### src/verilog/signalling_pkg.sv
// Shared constants and types for the signalling extractor indirect access path
package signalling_pkg;

  localparam int CHANNELS = 24;
  localparam int CHAN_W   = 5;

  // Directly addressed microprocessor registers
  localparam logic [7:0] ADDR_CONFIG   = 8'h40;
  localparam logic [7:0] ADDR_STATUS   = 8'h41;
  localparam logic [7:0] ADDR_IND_CTRL = 8'h42;
  localparam logic [7:0] ADDR_IND_DATA = 8'h43;

  // Extractor configuration fields
  localparam int CFG_ESF_BIT         = 4;
  localparam int CFG_FORMAT_BIT      = 3;
  localparam int CFG_EXTRACT_OFF_BIT = 2;
  localparam int CFG_INDIRECT_BIT    = 1;
  localparam int CFG_CHAN_ENABLE_BIT = 0;
  localparam int CFG_W        = 5;
  localparam logic [CFG_W-1:0] CFG_RESET = 5'h00;

  // Status and indirect address/control fields
  localparam int STATUS_BUSY_BIT = 7;
  localparam int CTRL_RW_BIT     = 7;
  localparam int CTRL_BANK_BIT   = 5;
  localparam int CTRL_ADDR_W     = 6;
  localparam logic [7:0] CTRL_WRITE_MASK = 8'hBF;
  localparam logic [7:0] CTRL_RESET      = 8'h00;
  localparam int NIBBLE_W                = 4;
  localparam logic [NIBBLE_W-1:0] NIBBLE_RESET = 4'h0;

  // Indirect internal map
  localparam logic [CTRL_ADDR_W-1:0] INT_SIG_FIRST = 6'h01;
  localparam logic [CTRL_ADDR_W-1:0] INT_SIG_LAST  = 6'h18;
  localparam logic [CTRL_ADDR_W-1:0] INT_CONFIG    = 6'h20;
  localparam logic [CTRL_ADDR_W-1:0] INT_OPT_FIRST = 6'h21;
  localparam logic [CTRL_ADDR_W-1:0] INT_OPT_LAST  = 6'h38;

  // Per-channel receive option fields
  localparam int OPT_INVERT_BIT   = 3;
  localparam int OPT_FIX_BIT      = 2;
  localparam int OPT_LEVEL_BIT    = 1;
  localparam int OPT_DEBOUNCE_BIT = 0;

  // Signalling nibble: A in bit 3 down to D in bit 0
  localparam int SIG_A_BIT = 3;
  localparam int SIG_B_BIT = 2;
  localparam int SIG_C_BIT = 1;
  localparam int SIG_D_BIT = 0;

  // Access timing
  localparam int CLOCK_PERIOD_NS = 10;
  localparam int ACCESS_TIME_NS  = 640;
  localparam int ACCESS_CYCLES   = (ACCESS_TIME_NS + CLOCK_PERIOD_NS - 1) / CLOCK_PERIOD_NS;
  localparam int COUNT_W         = 7;

  typedef struct packed {
    logic [CHAN_W-1:0] channel;
    logic [7:0]        data;
    logic              sig_frame;
    logic [1:0]        sig_index;
  } pcm_s;

  typedef enum logic {ACCESS_IDLE, ACCESS_RUN} access_state_e;

  // Zero-based channel index from an internal address of either bank
  function automatic logic [CHAN_W-1:0] chan_index(input logic [CTRL_ADDR_W-1:0] addr);
    chan_index = addr[CHAN_W-1:0] - 5'h01;
  endfunction : chan_index

endpackage : signalling_pkg

### src/verilog/signalling_indirect_access.sv
// Indirect register access into the receive signalling extractor
// Summary of operation
// - Address/control write launches one internal access, only in indirect mode and when none is running
// - Top bit one reads, zero writes
// - Read result lands in buffer within 640 ns
// - Bank bit picks options or signalling data
// - 01H-18H signalling data, 19H-1FH ignored
// - 20H configuration, 21H-38H options, rest ignored
// - Signalling read returns A B C D low
// - Non-ESF formats return C=A, D=B
// - Returned state from third-to-last superframe
// - Debounced state needs two matching superframes
// - Option bit 3 inverts channel data only
// - Option bit 2 fixes the byte LSB unless non-ESF extraction is off
// - Option bit 1 level, reversed under inversion
// - Option bit 0 enables signalling debounce
// - Busy flag high while access runs
// - Per-channel functions need global enable
`timescale 1ns/10ps
`default_nettype none
module signalling_indirect_access #(
  parameter int CHANNELS      = signalling_pkg::CHANNELS,
  parameter int ACCESS_CYCLES = signalling_pkg::ACCESS_CYCLES
) (
  input  wire logic                 clock,
  input  wire logic                 rst_n,
  input  wire logic [7:0]           cpu_addr,
  input  wire logic [7:0]           cpu_wdata,
  input  wire logic                 cpu_wr,
  input  wire logic                 cpu_rd,
  output logic [7:0]                cpu_rdata,
  input  wire logic                 rx_valid,
  input  wire signalling_pkg::pcm_s rx_word,
  input  wire logic                 rx_superframe_end,
  output logic                      out_valid,
  output signalling_pkg::pcm_s      out_word
);

  localparam logic [signalling_pkg::COUNT_W-1:0] ACCESS_COUNT =
    signalling_pkg::COUNT_W'(ACCESS_CYCLES);
  localparam logic [signalling_pkg::COUNT_W-1:0] COUNT_ONE = 7'h01;

  typedef struct packed {
    logic [signalling_pkg::CFG_W-1:0]         config_bits;
    logic [7:0]                               ctrl;
    logic [signalling_pkg::NIBBLE_W-1:0]      data;
    signalling_pkg::access_state_e            access;
    logic [signalling_pkg::COUNT_W-1:0]       count;
    logic [CHANNELS-1:0][3:0]                 options;
    logic [7:0]                               rdata;
    logic                                     out_valid;
    signalling_pkg::pcm_s                     out_word;
  } main_s;

  main_s state_reg;
  main_s state_next;

  logic [signalling_pkg::CTRL_ADDR_W-1:0] int_addr;
  logic [signalling_pkg::CHAN_W-1:0]      int_chan;
  logic                                   int_read;
  logic                                   esf_mode;
  logic                                   extract_off;
  logic                                   chan_enable;
  logic                                   busy;
  logic [3:0]                             sig_state;
  logic [3:0]                             sig_return;
  logic [CHANNELS-1:0]                    debounce_mask;
  logic                                   rx_channel_ok;
  logic [signalling_pkg::CHAN_W-1:0]      rx_chan;
  logic                                   capture_en;
  logic                                   capture_bit;

  assign int_addr    = state_reg.ctrl[signalling_pkg::CTRL_ADDR_W-1:0];
  assign int_chan    = signalling_pkg::chan_index(int_addr);
  assign int_read    = state_reg.ctrl[signalling_pkg::CTRL_RW_BIT];
  assign esf_mode    = state_reg.config_bits[signalling_pkg::CFG_ESF_BIT];
  assign extract_off = !esf_mode && state_reg.config_bits[signalling_pkg::CFG_EXTRACT_OFF_BIT];
  assign chan_enable = state_reg.config_bits[signalling_pkg::CFG_CHAN_ENABLE_BIT];
  assign busy        = (state_reg.access == signalling_pkg::ACCESS_RUN);

  // Receive channel numbers 1..N are data timeslots; 0 marks the framing bit
  assign rx_channel_ok = (rx_word.channel != '0) &&
                         (rx_word.channel <= signalling_pkg::CHAN_W'(CHANNELS));
  assign rx_chan       = rx_word.channel - 5'h01;
  assign capture_en    = rx_valid && rx_channel_ok && rx_word.sig_frame;
  // Extraction disabled forces the captured stream to zero
  assign capture_bit   = extract_off ? 1'b0 : rx_word.data[0];

  always_comb begin
    for (int ch = 0; ch < CHANNELS; ch++) begin
      debounce_mask[ch] = chan_enable &&
                          state_reg.options[ch][signalling_pkg::OPT_DEBOUNCE_BIT];
    end
  end

  // C mirrors A and D mirrors B outside the extended superframe format
  always_comb begin
    sig_return = sig_state;
    if (!esf_mode) begin
      sig_return[signalling_pkg::SIG_C_BIT] = sig_state[signalling_pkg::SIG_A_BIT];
      sig_return[signalling_pkg::SIG_D_BIT] = sig_state[signalling_pkg::SIG_B_BIT];
    end
  end

  signalling_history #(
    .CHANNELS (CHANNELS)
  ) u_history (
    .clock           (clock),
    .rst_n           (rst_n),
    .capture_en      (capture_en),
    .capture_channel (rx_chan),
    .capture_index   (rx_word.sig_index),
    .capture_bit     (capture_bit),
    .superframe_end  (rx_superframe_end),
    .debounce_mask   (debounce_mask),
    .read_channel    (int_chan),
    .read_state      (sig_state)
  );

  // Receive byte processing in the channel's own timeslot
  function automatic logic [7:0] process_byte(
    input logic [7:0] data,
    input logic [3:0] opt,
    input logic       fix_allowed
  );
    logic [7:0] result;
    logic       invert;
    logic       level;
    result = data;
    invert = opt[signalling_pkg::OPT_INVERT_BIT];
    level  = opt[signalling_pkg::OPT_LEVEL_BIT];
    if (invert) begin
      result = ~data;
    end
    if (opt[signalling_pkg::OPT_FIX_BIT] && fix_allowed) begin
      result[0] = invert ? ~level : level;
    end
    process_byte = result;
  endfunction : process_byte

  always_comb begin
    state_next           = state_reg;
    state_next.out_valid = rx_valid;

    // Receive stream; framing bits and disabled per-channel mode pass unchanged
    if (rx_valid) begin
      state_next.out_word = rx_word;
      if (rx_channel_ok && chan_enable) begin
        state_next.out_word.data = process_byte(rx_word.data,
                                                state_reg.options[rx_chan],
                                                !extract_off);
      end
    end

    // Direct register reads
    if (cpu_rd) begin
      if (cpu_addr == signalling_pkg::ADDR_CONFIG) begin
        state_next.rdata = {3'h0, state_reg.config_bits};
      end else if (cpu_addr == signalling_pkg::ADDR_STATUS) begin
        state_next.rdata = '0;
        state_next.rdata[signalling_pkg::STATUS_BUSY_BIT] = busy;
      end else if (cpu_addr == signalling_pkg::ADDR_IND_CTRL) begin
        state_next.rdata = state_reg.ctrl;
      end else if (cpu_addr == signalling_pkg::ADDR_IND_DATA) begin
        state_next.rdata = {4'h0, state_reg.data};
      end else begin
        state_next.rdata = '0;
      end
    end

    // Indirect access completion
    if (busy) begin
      if (state_reg.count == COUNT_ONE) begin
        state_next.access = signalling_pkg::ACCESS_IDLE;
        state_next.count  = '0;
        if (state_reg.ctrl[signalling_pkg::CTRL_BANK_BIT]) begin
          // Configuration bank
          if (int_addr == signalling_pkg::INT_CONFIG) begin
            if (int_read) begin
              state_next.data = state_reg.config_bits[signalling_pkg::NIBBLE_W-1:0];
            end else begin
              state_next.config_bits[signalling_pkg::NIBBLE_W-1:0] = state_reg.data;
            end
          end else if (int_addr <= signalling_pkg::INT_OPT_LAST) begin
            if (int_read) begin
              state_next.data = state_reg.options[int_chan];
            end else begin
              state_next.options[int_chan] = state_reg.data;
            end
          end
        end else begin
          // Signalling bank is read-only; out-of-range addresses are ignored
          if (int_addr >= signalling_pkg::INT_SIG_FIRST &&
              int_addr <= signalling_pkg::INT_SIG_LAST && int_read) begin
            state_next.data = sig_return;
          end
        end
      end else begin
        state_next.count = state_reg.count - COUNT_ONE;
      end
    end

    // Direct register writes
    if (cpu_wr) begin
      if (cpu_addr == signalling_pkg::ADDR_CONFIG) begin
        state_next.config_bits = cpu_wdata[signalling_pkg::CFG_W-1:0];
      end else if (cpu_addr == signalling_pkg::ADDR_IND_CTRL) begin
        state_next.ctrl = cpu_wdata & signalling_pkg::CTRL_WRITE_MASK;
        // Launch only in indirect mode and when no access is running
        if (state_reg.config_bits[signalling_pkg::CFG_INDIRECT_BIT] && !busy) begin
          state_next.access = signalling_pkg::ACCESS_RUN;
          state_next.count  = ACCESS_COUNT;
        end
      end else if (cpu_addr == signalling_pkg::ADDR_IND_DATA) begin
        state_next.data = cpu_wdata[signalling_pkg::NIBBLE_W-1:0];
      end
    end
  end

  always_ff @(posedge clock) begin
    if (!rst_n) begin
      state_reg             <= '0;
      state_reg.config_bits <= signalling_pkg::CFG_RESET;
      state_reg.ctrl        <= signalling_pkg::CTRL_RESET;
      state_reg.data        <= signalling_pkg::NIBBLE_RESET;
      state_reg.access      <= signalling_pkg::ACCESS_IDLE;
    end else begin
      state_reg <= state_next;
    end
  end

  assign cpu_rdata = state_reg.rdata;
  assign out_valid = state_reg.out_valid;
  assign out_word  = state_reg.out_word;

endmodule : signalling_indirect_access
`default_nettype wire

### src/verilog/signalling_history.sv
// Per-channel signalling capture, superframe history and debounce
`timescale 1ns/10ps
`default_nettype none
module signalling_history #(
  parameter int CHANNELS = signalling_pkg::CHANNELS
) (
  input  wire logic                              clock,
  input  wire logic                              rst_n,
  input  wire logic                              capture_en,
  input  wire logic [signalling_pkg::CHAN_W-1:0] capture_channel,
  input  wire logic [1:0]                        capture_index,
  input  wire logic                              capture_bit,
  input  wire logic                              superframe_end,
  input  wire logic [CHANNELS-1:0]               debounce_mask,
  input  wire logic [signalling_pkg::CHAN_W-1:0] read_channel,
  output logic [3:0]                             read_state
);

  typedef struct packed {
    logic [CHANNELS-1:0][3:0] cap;
    logic [CHANNELS-1:0][3:0] hist1;
    logic [CHANNELS-1:0][3:0] hist2;
    logic [CHANNELS-1:0][3:0] visible;
  } history_s;

  history_s state_reg;
  history_s state_next;

  always_comb begin
    state_next = state_reg;
    if (capture_en) begin
      state_next.cap[capture_channel][signalling_pkg::SIG_A_BIT - int'(capture_index)] =
        capture_bit;
    end
    if (superframe_end) begin
      for (int ch = 0; ch < CHANNELS; ch++) begin
        state_next.hist1[ch] = state_next.cap[ch];
        state_next.hist2[ch] = state_reg.hist1[ch];
        // Visible state lags the newest superframe by two
        if (!debounce_mask[ch]) begin
          state_next.visible[ch] = state_reg.hist2[ch];
        end else if (state_reg.hist2[ch] == state_reg.hist1[ch]) begin
          state_next.visible[ch] = state_reg.hist2[ch];
        end
      end
    end
  end

  always_ff @(posedge clock) begin
    if (!rst_n) begin
      state_reg <= '0;
    end else begin
      state_reg <= state_next;
    end
  end

  assign read_state = state_reg.visible[read_channel];

endmodule : signalling_history
`default_nettype wire

### config.mk
export PLATFORM = sky130hd
export DESIGN_NAME = signalling_indirect_access
export DESIGN_NICKNAME = d
export VERILOG_FILES = /design/src/verilog/signalling_pkg.sv /design/src/verilog/signalling_indirect_access.sv /design/src/verilog/signalling_history.sv
export SDC_FILE = /design/constraint.sdc
export NUM_CORES = 1
export LEC_CHECK = 0
export BUFFER_PORTS_ARGS = -buffer_cell sky130_fd_sc_hd__clkbuf_2
export CAP_MARGIN = 10
export CORE_UTILIZATION = 35
export DETAILED_ROUTE_END_ITERATION = 8
export HOLD_SLACK_MARGIN = 0.03
export PLACE_DENSITY_LB_ADDON = 0.1
export SYNTH_ARGS = -nofsm -noshare
export SYNTH_HDL_FRONTEND = slang
export SYNTH_SLANG_ARGS = --single-unit
### constraint.sdc
create_clock -name clock -period 4 [get_ports clock]
set_input_delay 0.4 -clock clock [delete_from_list [all_inputs] [get_ports clock]]
set_output_delay 0.4 -clock clock [all_outputs]
set_load 0.05 [all_outputs]
* Yosys cells after proc, flatten, opt, wreduce, memory -nomap -nowiden *
Cells that the tools add are included.

storage, ports and cells
  logic and storage cells = 371
  bits in latches = 0
  memories kept = 0
  input port bits = 38
  register bits after elaboration = 529
  memory bits (read-only) = 0
  memory bits (writable) = 0

cells by class
  add/subtract/negate cells = 4
  equality and inequality tests = 54
  reductions and logical operators = 67
  divide/modulo/power cells = 0
  magnitude comparators = 10
  bitwise operators = 5
  multiply operators = 0
  shift operators = 0
  mux-type cells = 99

operators by type and width
  operator                                                             count
  two-way mux 96 bit                                                   6
  two-way mux 4 bit                                                    67
  bitwise mux 96 bit                                                   2
  two-way mux 108 bit                                                  1
  equality test 4 bit                                                  24
  two-way mux 8 bit                                                    8
  binary-select mux 4 bit (select 5 bit)                               3
  AND reduction 2 bit                                                  25
  != test 2 bit (second input constant)                                24
  demux 4 bit (select 5 bit)                                           2
  logical AND 1 bit                                                    36
  equality test 8 x 7 -> 1 bit (second input constant)                 4
  greater-or-equal comparator 32 x 1 -> 1 bit (second input constant)  1
  less-than comparator 32 x 4 -> 1 bit (second input constant)         1
  two-way mux 24 bit                                                   1
  two-way mux 20 bit                                                   1
  less-than comparator 5 x 6 -> 1 bit (second input constant)          2
  greater-or-equal comparator 5 x 1 -> 1 bit (second input constant)   2
  subtractor 5 x 1 -> 5 bit (second input constant)                    2
  NOT 8 bit                                                            1
  equality test 7 x 1 -> 1 bit (second input constant)                 1
  two-way mux 7 bit                                                    1
  subtractor 7 x 1 -> 7 bit (second input constant)                    1
  equality test 6 bit (second input constant)                          1
  other kinds (14)                                                     22

* Longest topological paths before layout *
Gate-level depths: netlist of run 1.

  depth in word-level cells = 16
  gate-level depth with buffers = 15
  depth with buffers taken out = 10

* Modules after synthesis *
A second synthesis of run 1 with hierarchy kept.

second synthesis, totals
  cells, all modules = 2587
  area total of the unflattened synthesis = 25503.2 um2

by module, submodules not included
  module                      cells an instance  times used  seq. area each (um2)  area each (um2)
  signalling_history          1737               1           7687.4                16957.5
  signalling_indirect_access  850                1           2882.8                8545.7

* Worst setup path after synthesis of run 1 *
OpenSTA, ideal clock, no wires.

  path kind = flip-flop to flip-flop
  start point = register state_reg, in the netlist int_addr[0]
  end point = register state_reg[131] (netlist bit)
  arrival = 3293 ps
  buffers on the path = 5
  setup slack = 579 ps
  required time = 3873 ps
  stages on the path, launching flop included = 13
  library setup time = 127 ps
  period minus slack after synthesis = 3421 ps
  path through = dfxtp_1 buf_2 buf_2 buf_4 inv_1 ha_1 clkbuf_1 clkbuf_1 mux4_2 a2111oi_1 a31oi_1 nor4_1 a21oi_1

between the ends
  longest elaborated chain between the ends = 13
  elaborated cells on any way between the ends = 22
  classes of those cells = add/sub: 1; order compare: 3; eq/ne: 1; mux: 15; reduce/logical: 2

ends and longest elaborated chain
  what                                     line                               text
  start, declared                          signalling_indirect_access.sv:55   main_s state_reg;
  start signal, assigned                   signalling_indirect_access.sv:228  state_reg <= state_next;
  subtractor 5 x 1 -> 5 bit                signalling_pkg.sv:68               chan_index = addr[CHAN_W-1:0] - 5'h01;
  binary-select mux 4 bit (select 5 bit)   signalling_indirect_access.sv:186  state_next.data = state_reg.options[int_chan];
  two-way mux 4 bit (not written as such)  signalling_indirect_access.sv:186
  two-way mux 4 bit                        signalling_indirect_access.sv:185  if (int_read) begin
  two-way mux 4 bit                        signalling_indirect_access.sv:184  end else if (int_addr <= signalling_pkg::INT_OPT_LAST) begin
  two-way mux 4 bit                        signalling_indirect_access.sv:178  if (int_addr == signalling_pkg::INT_CONFIG) begin
  two-way mux 4 bit (*)                    signalling_indirect_access.sv:176  if (state_reg.ctrl[signalling_pkg::CTRL_BANK_BIT]) begin
  two-way mux 5 bit (*)                    signalling_indirect_access.sv:173  if (state_reg.count == COUNT_ONE) begin
  two-way mux 108 bit (*)                  signalling_indirect_access.sv:172  if (busy) begin
  two-way mux 4 bit                        signalling_indirect_access.sv:214  end else if (cpu_addr == signalling_pkg::ADDR_IND_DATA) begin
  two-way mux 4 bit                        signalling_indirect_access.sv:207  end else if (cpu_addr == signalling_pkg::ADDR_IND_CTRL) begin
  two-way mux 20 bit                       signalling_indirect_access.sv:205  if (cpu_addr == signalling_pkg::ADDR_CONFIG) begin
  two-way mux 24 bit (*)                   signalling_indirect_access.sv:204  if (cpu_wr) begin

Every way passes the cells marked *; elsewhere a longest branch is shown, timed or not. The select of a mux whose other input is x is not followed.
A chain may end at the register's enable or synchronous reset.

* Worst setup path in the final report of run 1 *
  start point = register state_reg, in the netlist int_addr[1]
  end point = register state_reg[129] (netlist bit)

Same word-level chain as after synthesis.

==> flow_summary_export.csv, run 1 <==
group,metric,value,unit
status,outcome,"complete, no violations",
setup_path,r2r_start,"int_addr[1]$_SDFFE_PN0P_",
place,gp_congestion,0.8746,
setup_path,end_kind,"flip-flop",
die,die_y,262.6,µm
power_and_ir_drop,power-per-cell-area,433.1,nW/µm²
hold_path,holdCritStartpoint,"rx_word[8]",
setup_path,worst_setup_path_start_kind,"flip-flop",
place,place_worst_setup_slack,706.2,ps
clocking,cts_sinks,528,
setup_path,crit_type,"reg2reg",
setup_path,required,4490,ps
clocking,cts_setup_buffers,0,
setup_path,critPathLaunch,"int_addr[1]$_SDFFE_PN0P_",
place,portBuffers,60,
clocking,postCtsHoldBufs,8,
synthesis,ys_top_cells_by_area,"dfxtp_1 44%, mux2i_1 14%, nor2_1 7.7%",
synthesis,netlist_area,23770,µm²
sta,hold_viol,0,
sta,max_freq,0.2944,GHz
synthesis,yosysTopAreaCellShare,0.4447,
clocking,numCtsBuffers,60,
clocking,cts_buffer_depth,3,
final_layout,drive_gt1_frac,0.1205,
setup_path,arrival,3880,ps
run,drv_cap,0,
clocking,cts_resized,0,
synthesis,synthCells,2556,
sta,slew_viol_final,0,
synthesis,async_flop_share,0,
synthesis,synthFlopType,"dfxtp_1",
setup_path,cp_max_fo,15,
final_layout,syn_to_final_growth,13.01,%
route,viasPerCell,5.189,
grt,grt_pass1_vias,17700,
die,core_area,67160,µm²
sta,setup_ws,602.9,ps
die,std_cell_rows,95,
synthesis,ys_ff_latch,528,
route,dr.pass1.iters,5,
place,placed_cell_area,24800,µm²
die,pin_count,63,
clocking,insertion_delay,640,ps
place,hpwl,44130,µm
synthesis,synth_area_per_cell,9.300,µm²
grt,grt_pass1_wl,103900,µm
die,start_util,0.3539,
synthesis,yosysTopAreaCell,"dfxtp_1",
sta,worstMarginPinSlew,885.2,ps
sta,final.setup.tns,0,ps
synthesis,synth_edf_count,0,
die,fp.dieW,262.6,µm
power_and_ir_drop,peakVddDrop,0.3289,mV
final_layout,multiInputGateArea,12170,µm²
final_layout,final_cell_area,26860,µm²
grt,antenna_found_initial,0,
route,via_count,17920,
route,ant_nets,0,
route,drtIter0Drc,1057,
final_layout,final_cells,3454,
grt,grt_overflow,0,
setup_path,r2r_setup_slack,600,ps
hold_path,hold_path.class,"in2reg",
final_layout,nFillCells,6608,
die,die_area,68960,µm²
clocking,cts-root-buf,"clkbuf_16",
clocking,path_clk_slew,70,ps
sta,period_needed,3397,ps
clocking,cts_tree,"built",
synthesis,yosys_warnings,0,
sta,setup_viol,0,
clocking,htreeDepth,2,
grt,grtUsageTotal,0.1906,
synthesis,syn-num-nets,2606,
route,drc,0,
synthesis,synthDistinctLibCells,78,
synthesis,yosysSeqAreaShare,0.4447,
sta,relSlewSlack,0.4006,
final_layout,layout.area.seq,10570,µm²
grt,grt_max_degree,111,
power_and_ir_drop,leakage,10.87,nW
sta,final.setup_skew,31.01,ps
place,placed_cells,3340,
sta,period_share,0.8493,
route,routed_wl,66280,µm
route,wl_per_cell,19.19,µm
final_layout,nets,2587,
sta,rsz0062_at_grt,"false",
==> path summary, 6_finish.rpt <==
path / end / cells after the start
max: state_reg[129]$_SDFF_PN0_ / 8
max reg2reg: state_reg[129]$_SDFF_PN0_ / 8
min reg2reg: cpu_rdata[4]$_SDFFE_PN0P_ / 2
min: out_word[8]$_SDFFE_PN0P_ / 3
==> layout make-up <==
class	instances	share of cell area
Inverter	29	0.004332
Multi-Input combinational cell	1788	0.4531
Sequential cell	528	0.3936
Tap cell	873	0.04066
Timing Repair Buffer	130	0.03465
Clock inverter	17	0.007033
Clock buffer	88	0.06651
Antenna cell	1	0.00009316
==> worst max-delay path, cell delays in order (launching register included) <==
cell,delay (ps)
dfxtp_1,480
inv_1,150
ha_2,770
mux4_2,570
nor2b_1,160
nor3_1,510
nand2_1,220
nor4_1,230
o221ai_1,140
==> synth_stat cells, types with 19 or more instances <==
cell,instances
dfxtp_1,528
nor2_1,489
mux2i_1,331
nand2_1,193
clkbuf_1,155
a21oi_1,113
o21ai_0,104
a211oi_1,101
xor2_1,101
mux4_2,66
nand3_1,41
nor4_1,30
buf_4,28
inv_1,28
o21ai_1,28
nor2b_1,19
==> layout by cell type, fill, tap and decap left out, types with 11 or more instances in the layout <==
cell type  instances
dfxtp_1          527
clkbuf_8          18
ha_1              11
buf_4             56
nand2_1          193
nor4_1            29
nand3_1           41
xor2_1           101
and2_1            15
a211oi_1         101
nor3_1            13
nor2_1           489
mux4_2            66
mux2i_1          331
nand2b_1          15
xnor2_1           11
clkbuf_16         60
o21ai_1           28
clkbuf_2          59
inv_1             28
o21ai_0          104
nor2b_1           19
a21oi_1          113
==> cells by family after synthesis <==
group	count (synthesis)	share of synthesized area
and+or+nand+nor	865	0.1568
DFF	528	0.4447
muxes	402	0.2043
AOI/OAI and AO/OA	395	0.1014
buffers and inverters	240	0.04443
xor gates and xnor gates	113	0.04195
adders and majority gates	12	0.006316
other	1	0.0001578
==> routing by layer <==
layer  vias to the layer above  wire length (µm)  GRT usage
li1                       8795                 -          -
met1                      8714             31330     0.2606
met2                       323             30890     0.3146
met3                        92              2561    0.02399
met4                         0              1506    0.05390
met5                         -                 0          0
==> per-stage QoR <==
| step | util | power, mW | hold WS [ps] |
|---|---|---|---|
| floorplan | - | 6.078 | 440.5 |
| global placement | 0.3693 | 6.269 | 454.9 |
| detailed placement | 0.3693 | 6.281 | 458.5 |
| CTS | 0.3999 | 11.81 | 32.65 |
| global route | 0.3999 | 12.10 | 63.21 |
| finish | 0.4000 | 11.64 | 66.89 |
==> report_power, final <==
group | switching [mW] | internal (mW) | total, mW
clock network | 2.26 | 3.21 | 5.47
registers | 0.0862 | 5.36 | 5.45
logic | 0.460 | 0.258 | 0.718
total | 2.81 | 8.83 | 11.6
(Power assumes the default switching activity.)
==> inputs of run 2 (changes only) <==
==> constraint.sdc (replaced) <==
create_clock -name clock -period 2.9 [get_ports clock]
set_input_delay 0.29 -clock clock [delete_from_list [all_inputs] [get_ports clock]]
set_output_delay 0.29 -clock clock [all_outputs]
set_load 0.05 [all_outputs]
==> flow_summary_export.csv, run 2 (synthesis results as in run 1) <==
group,metric,value,unit
status,outcome,"complete, no violations",
setup_path,required,3380,ps
route,via_count,18030,
sta,worstMarginPinSlew,1012,ps
sta,hold_viol,0,
sta,final.setup.tns,0,ps
sta,relSlewSlack,0.3253,
route,wl_per_cell,19.23,µm
sta,slew_viol_final,0,
grt,grt_max_degree,101,
sta,rsz0062_at_grt,"false",
setup_path,crit_chain,"inv_1, ha_2, nor2b_1, buf_4, a2bb2oi_2, nor2b_1, nor3_2, buf_4, nand2_1, nor4_1, o221ai_1",
clocking,htreeDepth,2,
sta,setup_viol,0,
route,dr.pass1.iters,5,
setup_path,worst_setup_path_start_kind,"flip-flop",
sta,period_needed,2714,ps
grt,grt_pass1_vias,17570,
clocking,cts_tree,"built",
die,die_y,262.6,µm
final_layout,antennaDiodeCount,0,
die,std_cell_rows,95,
sta,period_share,0.9358,
clocking,cts_buffer_depth,3,
sta,max_freq,0.3685,GHz
clocking,cts-root-buf,"clkbuf_16",
hold_path,hold_path.class,"in2reg",
route,ant_nets,0,
setup_path,critPathMaxStageDelay,380,ps
die,pin_count,63,
clocking,numCtsBuffers,59,
setup_path,crit_slowest_cell,"dfxtp_4",
power_and_ir_drop,power-per-cell-area,591.1,nW/µm²
sta,whs,90.16,ps
final_layout,layout_common_cells,"527 x dfxtp_1, 488 x nor2_1, 331 x mux2i_1",
power_and_ir_drop,leakage,11.07,nW
final_layout,syn_to_final_growth,14.85,%
run,drv_cap,0,
setup_path,path_delay_family,"simple AND/OR/NAND/NOR gates",
die,fp.dieW,262.6,µm
setup_path,arrival,3190,ps
place,hpwl,44620,µm
grt,grtUsageTotal,0.1906,
die,die_area,68960,µm²
final_layout,final_common_cell,"dfxtp_1",
clocking,insertion_delay,630,ps
route,drc,0,
place,gp_congestion,0.8881,
route,viasPerCell,5.179,
grt,grt_overflow,0,
route,routed_wl,66950,µm
setup_path,crit_type,"reg2reg",
sta,final.setup_skew,20.93,ps
die,start_util,0.3539,
setup_path,path_buf_inv,3,
clocking,path_clk_slew,60,ps
final_layout,nets,2614,
power_and_ir_drop,power.total,16.14,mW
die,core_area,67160,µm²
final_layout,drive_gt1_frac,0.1250,
grt,grt_pass1_wl,104000,µm
place,portBuffers,60,
power_and_ir_drop,peakVddDrop,0.4079,mV
clocking,cts_sinks,528,
route,drtIter0Drc,1204,
setup_path,end_kind,"flip-flop",
grt,antenna_found_initial,2,
setup_path,cp_max_fo,10,
==> run 2: final timing paths <==
| check | cells after the start | from | slack [ps] | to |
|---|---|---|---|---|
| worst min-delay path | 3 | rx_superframe_end | 90 | u_history.state_reg[208]$_SDFFE_PN0P_ |
| worst max-delay path | 11 | int_addr[0]$_SDFFE_PN0P_ | 190 | state_reg[129]$_SDFF_PN0_ |
| worst max register to register | 11 | int_addr[0]$_SDFFE_PN0P_ | 190 | state_reg[129]$_SDFF_PN0_ |
| worst min register to register | 2 | cpu_rdata[5]$_SDFFE_PN0P_ | 470 | cpu_rdata[5]$_SDFFE_PN0P_ |
==> run 2: per-stage QoR <==
step | util | std cells | setup WS (ps) | instance area [µm²]
2_1_floorplan | - | 2556 | -6.417 | 23790
3_3_place_gp | 0.3734 | 3356 | -25.32 | 25070
3_5_place_dp | 0.3734 | 3356 | -21.25 | 25070
4_1_cts | 0.4058 | 3480 | 72.70 | 27250
5_1_grt | 0.4065 | 3481 | 16.34 | 27300
6_report | 0.4065 | 3481 | 186.3 | 27300
==> run 2: area by class of cell <==
class / count / area [µm²]
multi-input combinational: 1788 / 12200
clock buffer: 90 / 1765
inverter: 29 / 116.4
timing repair buffer: 158 / 1336
clock inverter: 15 / 219.0
fill: 6635 / 39860
tap: 873 / 1092
sequential: 528 / 10570
==> run 2: metal layers <==
| metal | GRT usage | routed length (µm) | vias up |
|---|---|---|---|
| li1 | - | - | 8865 |
| met1 | 0.2590 | 31500 | 8742 |
| met2 | 0.3082 | 30710 | 318 |
| met3 | 0.03148 | 2891 | 100 |
| met4 | 0.05946 | 1826 | 4 |
| met5 | 0 | 21 | - |
==> run 2: tightest hold or removal path, cell delays in order <==
cell and delay, ps:
buf_8 180, nor2_1 130, a211oi_1 50
==> run 2: report_power, final <==
| part | switching [mW] | total [mW] | internal (mW) | leakage [nW] |
|---|---|---|---|---|
| clock | 3.06 | 7.60 | 4.54 | 0.977 |
| combinational | 0.639 | 1.02 | 0.380 | 5.81 |
| sequential | 0.122 | 7.52 | 7.39 | 4.28 |
==> run 2: repair_timing <==
item	CTS	global route
resized for setup	1	4
pin swaps	0	1
gates cloned	0	1
setup buffers	0	0
hold buffers	19	0
endpoints found under the hold margin	26	0
endpoints found under the setup margin	1	6
